**src/dsof_pkg.sv**
```systemverilog
/*
 * Constants for the drive status output flag block: register map,
 * field layout, reset values and option codes.
 * Assumes a 32-bit Avalon-MM slave with byte addresses, one word per register.
 */
package dsof_pkg;

    // ----------------------------------------------------------------
    // register byte offsets
    // ----------------------------------------------------------------
    localparam logic [4:0] ADDR_OVERLOAD_LEVEL = 5'h00;
    localparam logic [4:0] ADDR_DEVIATION_LEVEL = 5'h04;
    localparam logic [4:0] ADDR_SEL_OUT11 = 5'h08;
    localparam logic [4:0] ADDR_SEL_OUT12 = 5'h0C;
    localparam logic [4:0] ADDR_SEL_RELAY = 5'h10;
    localparam logic [4:0] ADDR_FLAG_STATE = 5'h14;
    localparam logic [4:0] ADDR_IRQ_STATUS = 5'h18;
    localparam logic [4:0] ADDR_IRQ_MASK = 5'h1C;

    // ----------------------------------------------------------------
    // field layout
    // ----------------------------------------------------------------
    localparam int LEVEL_W = 16;
    localparam int SEL_W = 8;
    localparam int NUM_FLAGS = 3;
    localparam int BIT_OVERLOAD = 0;
    localparam int BIT_DEVIATION = 1;
    localparam int BIT_ALARM = 2;

    // ----------------------------------------------------------------
    // option codes
    // ----------------------------------------------------------------
    typedef enum logic [7:0] {
        DSOF_OPT_OVERLOAD = 8'h03,
        DSOF_OPT_DEVIATION = 8'h04,
        DSOF_OPT_ALARM = 8'h05
    } dsof_option_t;

    // ----------------------------------------------------------------
    // reset values (levels in units of 0.1 %)
    // ----------------------------------------------------------------
    localparam logic [15:0] RST_OVERLOAD_LEVEL = 16'h03E8;
    localparam logic [15:0] RST_DEVIATION_LEVEL = 16'h001E;
    localparam logic [7:0] RST_SEL_OUT11 = 8'h03;
    localparam logic [7:0] RST_SEL_OUT12 = 8'h04;
    localparam logic [7:0] RST_SEL_RELAY = 8'h05;
    localparam logic [2:0] RST_IRQ_MASK = 3'h0;

endpackage

```
**src/dsof_flags.sv**
```systemverilog
/*
 * Status flag logic for the drive's programmable output terminals:
 * overload notice, loop deviation and fault alarm, routed by option codes
 * to two open-collector outputs and the alarm relay; Avalon-MM registers.
 * Assumes all inputs synchronous to clk_sys; quantities in units of 0.1 %.
 */
// Register access over Avalon-MM and the address map were decided locally.
// Function
// With option 03 selected, the overload flag is set when output current exceeds its level.
// The overload flag clears when output current is below its level.
// The overload compare runs in both motoring and regenerative braking, never gated.
// Each open-collector terminal is active low, pulled low while its flag is set.
// The overload level resets to 100 % of rated current until software writes it.
// Loop error is the absolute value of setpoint minus process value.
// With option 04 selected, the deviation flag is set when loop error exceeds its level.
// The deviation flag clears when loop error is below its level.
// The deviation level resets to 3 % until software writes it.
// The alarm flag is set once a fault has put the drive in its trip state.
// The alarm flag clears once the fault has been cleared.
// Any flag may go to either open-collector output or the relay; the relay carries the alarm after reset.
// A quantity exactly equal to its level leaves the flag unchanged.
// Each terminal carries exactly the one flag chosen by its option code.
`timescale 1ns/1ns
module dsof_flags #(
    parameter int LEVEL_W = dsof_pkg::LEVEL_W
) (
    input wire logic clk_sys,                       // 10 MHz system clock
    input wire logic rst,                           // synchronous reset, active high
    input wire logic [LEVEL_W-1:0] output_current,  // measured current, 0.1 % of rated
    input wire logic regen_braking,                 // drive absorbing regenerative energy
    input wire logic [LEVEL_W-1:0] loop_setpoint,   // loop target value
    input wire logic [LEVEL_W-1:0] process_value,   // loop measured value
    input wire logic trip_active,                   // drive in trip state
    input wire logic [4:0] avs_address,             // byte address
    input wire logic avs_read,                      // read request
    input wire logic avs_write,                     // write request
    input wire logic [31:0] avs_writedata,          // write data
    input wire logic [3:0] avs_byteenable,          // byte lanes
    output logic [31:0] avs_readdata,               // read data
    output logic avs_waitrequest,                   // stall
    output logic oc_out11_n,                        // open collector 11, low = on
    output logic oc_out12_n,                        // open collector 12, low = on
    output logic relay_coil_on,                     // relay energised
    output logic irq                                // level interrupt
);

    // ----------------------------------------------------------------
    // registers
    // ----------------------------------------------------------------
    logic [LEVEL_W-1:0] overload_level;
    logic [LEVEL_W-1:0] deviation_level;
    logic [7:0] sel_out11;
    logic [7:0] sel_out12;
    logic [7:0] sel_relay;
    logic [2:0] irq_status;
    logic [2:0] irq_mask;
    logic [2:0] flags;
    logic [2:0] flags_d;
    logic overload_notice_flag;
    logic loop_deviation_flag;
    logic fault_alarm_flag;
    logic [LEVEL_W-1:0] loop_error;
    logic wr_go;
    logic rd_go;
    logic [2:0] rd_snap;
    logic [31:0] next_readdata;

    assign wr_go = avs_write && !avs_waitrequest;
    assign rd_go = avs_read && !avs_waitrequest;

    // ----------------------------------------------------------------
    // bus handshake: one stall cycle, then accept
    // ----------------------------------------------------------------
    always_ff @(posedge clk_sys) begin
        if (rst) begin
            avs_waitrequest <= 1'b1;
        end else if ((avs_read || avs_write) && avs_waitrequest) begin
            avs_waitrequest <= 1'b0;
        end else begin
            avs_waitrequest <= 1'b1;
        end
    end

    always_comb begin
        next_readdata = 32'h0000_0000;
        case (avs_address)
            dsof_pkg::ADDR_OVERLOAD_LEVEL: next_readdata[LEVEL_W-1:0] = overload_level;
            dsof_pkg::ADDR_DEVIATION_LEVEL: next_readdata[LEVEL_W-1:0] = deviation_level;
            dsof_pkg::ADDR_SEL_OUT11: next_readdata[7:0] = sel_out11;
            dsof_pkg::ADDR_SEL_OUT12: next_readdata[7:0] = sel_out12;
            dsof_pkg::ADDR_SEL_RELAY: next_readdata[7:0] = sel_relay;
            dsof_pkg::ADDR_FLAG_STATE: next_readdata[2:0] = flags;
            dsof_pkg::ADDR_IRQ_STATUS: next_readdata[2:0] = irq_status;
            dsof_pkg::ADDR_IRQ_MASK: next_readdata[2:0] = irq_mask;
            default: next_readdata = 32'h0000_0000;
        endcase
    end

    // read data latched when the stall drops, held through the accept edge
    always_ff @(posedge clk_sys) begin
        if (rst) begin
            avs_readdata <= 32'h0000_0000;
            rd_snap <= 3'h0;
        end else if (avs_read && avs_waitrequest) begin
            avs_readdata <= next_readdata;
            rd_snap <= (avs_address == dsof_pkg::ADDR_IRQ_STATUS) ? next_readdata[2:0] : 3'h0;
        end
    end

    // ----------------------------------------------------------------
    // writable registers
    // ----------------------------------------------------------------
    always_ff @(posedge clk_sys) begin
        if (rst) begin
            overload_level <= LEVEL_W'(dsof_pkg::RST_OVERLOAD_LEVEL);
            deviation_level <= LEVEL_W'(dsof_pkg::RST_DEVIATION_LEVEL);
            sel_out11 <= dsof_pkg::RST_SEL_OUT11;
            sel_out12 <= dsof_pkg::RST_SEL_OUT12;
            sel_relay <= dsof_pkg::RST_SEL_RELAY;
            irq_mask <= dsof_pkg::RST_IRQ_MASK;
        end else if (wr_go) begin
            case (avs_address)
                dsof_pkg::ADDR_OVERLOAD_LEVEL: begin
                    if (avs_byteenable[0]) overload_level[7:0] <= avs_writedata[7:0];
                    if (avs_byteenable[1]) overload_level[15:8] <= avs_writedata[15:8];
                end
                dsof_pkg::ADDR_DEVIATION_LEVEL: begin
                    if (avs_byteenable[0]) deviation_level[7:0] <= avs_writedata[7:0];
                    if (avs_byteenable[1]) deviation_level[15:8] <= avs_writedata[15:8];
                end
                dsof_pkg::ADDR_SEL_OUT11: begin
                    if (avs_byteenable[0]) sel_out11 <= avs_writedata[7:0];
                end
                dsof_pkg::ADDR_SEL_OUT12: begin
                    if (avs_byteenable[0]) sel_out12 <= avs_writedata[7:0];
                end
                dsof_pkg::ADDR_SEL_RELAY: begin
                    if (avs_byteenable[0]) sel_relay <= avs_writedata[7:0];
                end
                dsof_pkg::ADDR_IRQ_MASK: begin
                    if (avs_byteenable[0]) irq_mask <= avs_writedata[2:0];
                end
                default: begin
                end
            endcase
        end
    end

    // ----------------------------------------------------------------
    // flag comparators
    // ----------------------------------------------------------------
    assign loop_error = (loop_setpoint >= process_value) ?
        (loop_setpoint - process_value) : (process_value - loop_setpoint);

    // regen_braking deliberately unused in the compare: it must not gate it
    // an equal value takes neither branch, so the flag holds
    always_ff @(posedge clk_sys) begin
        if (rst) begin
            overload_notice_flag <= 1'b0;
        end else if (output_current > overload_level) begin
            overload_notice_flag <= 1'b1;
        end else if (output_current < overload_level) begin
            overload_notice_flag <= 1'b0;
        end
    end

    always_ff @(posedge clk_sys) begin
        if (rst) begin
            loop_deviation_flag <= 1'b0;
        end else if (loop_error > deviation_level) begin
            loop_deviation_flag <= 1'b1;
        end else if (loop_error < deviation_level) begin
            loop_deviation_flag <= 1'b0;
        end
    end

    always_ff @(posedge clk_sys) begin
        if (rst) begin
            fault_alarm_flag <= 1'b0;
        end else begin
            fault_alarm_flag <= trip_active;
        end
    end

    // one driver per flag register; the packed view is only a gather
    always_comb begin
        flags = 3'h0;
        flags[dsof_pkg::BIT_OVERLOAD] = overload_notice_flag;
        flags[dsof_pkg::BIT_DEVIATION] = loop_deviation_flag;
        flags[dsof_pkg::BIT_ALARM] = fault_alarm_flag;
    end

    // ----------------------------------------------------------------
    // output routing
    // ----------------------------------------------------------------
    function automatic logic route(input logic [7:0] sel, input logic [2:0] f);
        case (sel)
            dsof_pkg::DSOF_OPT_OVERLOAD: route = f[dsof_pkg::BIT_OVERLOAD];
            dsof_pkg::DSOF_OPT_DEVIATION: route = f[dsof_pkg::BIT_DEVIATION];
            dsof_pkg::DSOF_OPT_ALARM: route = f[dsof_pkg::BIT_ALARM];
            default: route = 1'b0;
        endcase
    endfunction

    // one cycle after the flag, so pins follow inputs by two edges
    always_ff @(posedge clk_sys) begin
        if (rst) begin
            oc_out11_n <= 1'b1;
            oc_out12_n <= 1'b1;
            relay_coil_on <= 1'b0;
        end else begin
            oc_out11_n <= ~route(sel_out11, flags);
            oc_out12_n <= ~route(sel_out12, flags);
            relay_coil_on <= route(sel_relay, flags);
        end
    end

    // ----------------------------------------------------------------
    // interrupts: rising flag edges, sticky, cleared by read
    // ----------------------------------------------------------------
    always_ff @(posedge clk_sys) begin
        if (rst) begin
            flags_d <= 3'h0;
            irq_status <= 3'h0;
            irq <= 1'b0;
        end else begin
            flags_d <= flags;
            // only bits actually returned are cleared; a new edge always wins
            irq_status <= (irq_status & ~(rd_go ? rd_snap : 3'h0)) | (flags & ~flags_d);
            irq <= |(irq_status & irq_mask);
        end
    end

endmodule // dsof_flags

```
**config.mk**
```make
export PLATFORM = sky130hd
export DESIGN_NAME = dsof_flags
export DESIGN_NICKNAME = d
export VERILOG_FILES = /design/src/dsof_pkg.sv /design/src/dsof_flags.sv
export SDC_FILE = /design/constraint.sdc
export NUM_CORES = 1
export LEC_CHECK = 0
export BUFFER_PORTS_ARGS = -buffer_cell sky130_fd_sc_hd__buf_2
export CAP_MARGIN = 10
export CORE_MARGIN = 4
export CORE_UTILIZATION = 32
export CTS_BUF_LIST = sky130_fd_sc_hd__clkbuf_4 sky130_fd_sc_hd__clkbuf_8
export CTS_CLUSTER_DIAMETER = 80
export CTS_CLUSTER_SIZE = 24
export DETAILED_ROUTE_END_ITERATION = 8
export GPL_TIMING_DRIVEN = 0
export PLACE_DENSITY = 0.57
export SLEW_MARGIN = 20
export SYNTH_ARGS = -nofsm -noshare
export SYNTH_HDL_FRONTEND = slang
export SYNTH_SLANG_ARGS = --single-unit
```
**constraint.sdc**
```tcl
create_clock -name clk_sys -period 3.5 [get_ports clk_sys]
set_clock_uncertainty 0.1 [all_clocks]
set_input_delay 0.35 -clock clk_sys [delete_from_list [all_inputs] [get_ports clk_sys]]
set_output_delay 0.35 -clock clk_sys [all_outputs]
set_load 0.01 [all_outputs]
```
### Word level (Yosys, flattened, before mapping)

Index checks and enable logic that the tools add are counted.

* output and inout bits: 37
* bits in registers: 92
* logic and storage cells: 85
* input bits: 95

* $lt $le $gt $ge: 5
* equality and inequality tests: 16
* reductions and logical operators: 18
* mux-type cells: 16
* $add $sub $neg: 2
* bitwise gates (word level): 8

Operators by type and width (count)
* $eq A8 B3 Y1 const B: 6
* $gt A16 B16 Y1: 2
* $lt A16 B16 Y1: 2
* $sub A16 B16 Y16: 2
* $pmux W5 S5: 1
* $eq A8 B2 Y1 const B: 3
* $pmux W3 S8: 1
* $reduce_and A3 Y1: 8
* $eq A5 B5 Y1 const B: 4
* $ge A16 B16 Y1: 1
* $mux W16: 1
* $pmux W8 S2: 1
* $eq A5 B4 Y1 const B: 2
* $and A3 B3 Y3: 3
* $pmux W1 S3: 3
* $mux W1: 7
* $mux W3: 2
* $not A3 Y3: 2
* $eq A5 B3 Y1 const B: 1
* $logic_not A5 Y1: 1
* $logic_and A1 B1 Y1: 4
* $reduce_bool A2 Y1: 2
* $or A3 B3 Y3: 1
* $reduce_or A3 Y1: 1
* other kinds (3): 4

### Logic depth before layout (Yosys ltp)

* depth in word-level cells: 6
* mapped depth: 20
* mapped depth without buffers: 19

### Worst setup path after synthesis

OpenSTA, ideal clock, no wires.

* path type: input to register
* from: input port loop_setpoint[0]
* to: register loop_deviation_flag
* data required time: 3.276 ns
* library setup time: 0.124 ns
* path buffers: 1
* arrival time: 3.268 ns
* cell stages on the path: 18
* path slack: 0.008 ns
* cell sequence: inv_1 > ha_1 > inv_1 > fa_1 > a31oi_4 > o221a_2 > a21boi_2 > nor2_4 > buf_2 > mux2_2 > ha_1 > nor2b_1 > o21ai_0 > nand2b_1 > a21oi_1 > o21ai_0 > a2bb2oi_1 > a21boi_0

* word-level cells in the longest chain between the ends: 4
* elaborated cells between the ends (all ways): 8

Ends and longest elaborated chain
* start, declared: line dsof_flags.sv:31 `input wire logic [LEVEL_W-1:0] loop_setpoint,`
* $sub A16 B16 Y16 / $ge A16 B16 Y1 (equally long branches): line dsof_flags.sv:153, dsof_flags.sv:152
* $mux W16 (*): line dsof_flags.sv:152 `assign loop_error = (loop_setpoint >= process_value) ?`
* $gt A16 B16 Y1 / $lt A16 B16 Y1 (equally long branches): line dsof_flags.sv:170, dsof_flags.sv:172
* $mux W1 / $reduce_bool A2 Y1 (equally long branches)
* end signal, assigned: line dsof_flags.sv:169 `loop_deviation_flag <= 1'b0;`
* end signal, assigned: line dsof_flags.sv:171 `loop_deviation_flag <= 1'b1;`
* end signal, assigned: line dsof_flags.sv:173 `loop_deviation_flag <= 1'b0;`
* end, declared: line dsof_flags.sv:60 `logic loop_deviation_flag;`

Every way passes the cells marked *; elsewhere a longest branch is shown, timed or not.
A chain may end at the register's enable or synchronous reset.

### Worst setup path after layout

* from: input port loop_setpoint[6]
* to: register loop_deviation_flag

The elaborated chain is that of the path after synthesis.

==> reports/metrics.yaml <==
worst_setup_path:
  r2r_end: "sel_out11[7]"
  cp-end-kind: "flop"
  worstSetupPathType: "input pin to flop"
  timing.rr.start: "avs_waitrequest"
  cp-startpoint: "loop_setpoint[6]"
  worstPathArrival_ns: 3.52
  reg2reg_depth: 6
  worstPathRequired_ns: 3.65
  r2r_slack_ns: 1.23
  worstSetupStartpointType: "input pin"
  endpoint: "loop_deviation_flag"
  crit_fanout: 6
route:
  wirelength_mm: 18.15
  wl_per_cell_um: 15.27
  drc: 0
  vias: 5892
  dr.pass1.iters: 7
  viasPerCell: 4.955
  drt-initial-drc-count: 302
  ant_nets: 0
global_route:
  antenna_found_initial: 0
  grt_max_degree: 15
  overflow: 0
  track_usage_pct: 16.16
  grt_pass1_vias: 5623
  grt_pass1_wl_mm: 28.72
timing:
  finalWorstPathRequiredPeriod_ns: 3.374
  setup_viol: 0
  hold_viol: 0
  fin_tns_setup_ns: 0
  tightest_slew_ns: 0.8878
  finalCritPeriodShare_pct: 96.41
  max_freq_mhz: 296.4
  finalMaxSlewViolations: 0
  relSlewSlack_pct: 40.19
clocking:
  clk_pin_slew_worst_paths_ns: 0.09
  clk_path_buf_depth: 2
  cts.root.buffer_cell: "clkbuf_8"
  cts_tree: "yes"
  cts_hold_buf: 0
  clock_insertion_delay_worst_skew_ns: 0.36
  htreeDepth: 3
  numCtsBuffers: 9
  clkSinkCount: 92
placement:
  dpl_cell_area_sq_mm: 0.007082
  port_buffers: 93
  place_congestion: 0.9052
  dp_hpwl_mm: 14.33
  dp_cells: 1163
yosys:
  ys_seq_elements: 92
  synthMostInstantiatedCell: "dfxtp_1"
  netlist_top_cells_area: "dfxtp_1, ha_1, a21oi_1"
  synth_top_flop_cell: "dfxtp_1"
  seq_area_frac_synth_pct: 29.54
  ys_warn_count: 0
  synth-async-reset-ratio_pct: 0
  syn-cell-area_sq_mm: 0.006235
  yosysTopAreaCell: "dfxtp_1"
  synth_cell_types: 63
  synthCells: 795
  synth_commonest_cells: "dfxtp_1, nand2_1, a21oi_1, inv_1, ha_1"
  yosysTopAreaCellShare_pct: 29.54
  synth_edf_count: 0
  avgSynthCellArea_sq_um: 7.842
finish:
  drive_above_1_share_pct: 19.27
  fin_area_sq_mm: 0.007506
  syn2layout_area_growth_pct: 20.39
  stdcell_count: 1189
  fin_nets: 1085
  antenna_cells: 0
  fin_util_pct: 39.60
power:
  p_leak_nw: 3.390
  p_per_area_mw_per_mm2: 346.6
  ir_worst_vdd_mv: 0.1499
floorplan:
  die_h_um: 147.6
  io_pins: 132
  dieArea_sq_mm: 0.02178
  coreArea_sq_mm: 0.01896
  rows: 50
  die_w_um: 147.6
  initial_utilization_pct: 32.89
flow_run:
  drv_cap: 0
hold_path:
  hp-class: "input pin to flop"
  whs_path_depth: 2
run_status:
  outcome: "finished, final reports clean"
-- how the worst min path moves through the flow --
| stage | startpoint | to | slack (ns) |
|---|---|---|---|
| 3_5_place_dp | sel_out11[4] | sel_out11[4] | 0.37 |
| 5_1_grt | trip_active | fault_alarm_flag | 0.11 |
| 6_report | trip_active | fault_alarm_flag | 0.10 |
| 2_1_floorplan | overload_level[2] | overload_level[2] | 0.34 |
| 3_3_place_gp | avs_waitrequest | avs_waitrequest | 0.35 |
| 4_1_cts | trip_active | fault_alarm_flag | 0.09 |
-- sequential cells by signal, summed over array words and instances (netlist names), 3 cells and up --
name / cells
irq_mask: 3
sel_relay: 8
deviation_level: 16
flags_d: 3
rd_snap: 3
sel_out11: 8
avs_readdata: 16
irq_status: 3
overload_level: 16
sel_out12: 8
-- area by class of cell --
cell class / instances / area [sq um]
fillers: 2012 / 11450
well taps: 260 / 325.3
clock buffers: 10 / 131.4
inverters: 76 / 285.3
flip-flops and latches: 92 / 1842
plain buffers: 53 / 295.3
multi-input cells: 588 / 3986
repair buffers: 105 / 563.0
clock inverters: 5 / 77.57
-- cell usage in the layout (no fill, tap or decap), types with 26 or more instances in the layout --
master / Yosys / final
nor3_1: 28 / 26
mux2i_1: 27 / 27
nand2_1: 88 / 88
buf_4: 16 / 28
nand3_1: 39 / 39
a21oi_1: 78 / 77
inv_1: 76 / 74
buf_2: 9 / 98
dfxtp_1: 92 / 92
ha_1: 63 / 60
nor2_1: 58 / 57
-- cells by family after synthesis --
family	after synthesis	synth area share (%)
AOI/OAI and AO/OA	194	21.15
muxes	29	4.696
and+or+nand+nor	270	20.21
other	1	0.06015
adders and majority gates	65	13.29
DFF	92	29.54
xor gates and xnor gates	14	1.967
buffers and inverters	130	9.091
-- worst max-delay path, stage by stage --
cell and delay (ns):
buf_2 0.10, inv_1 0.04, ha_1 0.39, nand4_1 0.31
o221a_4 0.36, a21boi_4 0.20, nor2_4 0.07, buf_8 0.18
buf_4 0.15, a221oi_4 0.33, buf_4 0.18, xnor2_2 0.05
ha_1 0.29, nand3_1 0.09, nor3_2 0.21, a21oi_1 0.08
a21boi_1 0.15
-- through the flow --
step | hold slack, ns | total power, W | worst slack, ns
6_report | 0.1007 | 0.002602 | 0.1258
5_1_grt | 0.1080 | 0.002758 | -0.06872
4_1_cts | 0.09174 | 0.002567 | 0.008354
3_5_place_dp | 0.3675 | 0.001796 | -0.6255
3_3_place_gp | 0.3545 | 0.001792 | -0.6397
2_1_floorplan | 0.3363 | 0.001590 | 0.007977
-- routing by layer --
| layer | vias up | global-route usage [%] | share of wire, % |
|---|---|---|---|
| met2 | 176 | 26.93 | 46 |
| met1 | 2691 | 21.74 | 47 |
| met4 | 0 | 4.986 | 1.7 |
| li1 | 3005 | - | - |
| met3 | 20 | 2.177 | 5.8 |
| met5 | - | 0 | 0 |
-- report_power, final --
group	switching [W]	internal, W	leakage, nW	total (W)
logic	0.000403	0.000325	2.54	0.000727
registers	0.0000263	0.00107	0.747	0.00110
clock network	0.000370	0.000404	0.106	0.000775
-- repair_timing --
action	CTS	global route
endpoints found under the setup margin	1	1
resized for setup	3	31
buffers inserted	2	10
cloned	0	0
pin swaps	2	17
Power figures use the tool's default switching activity.
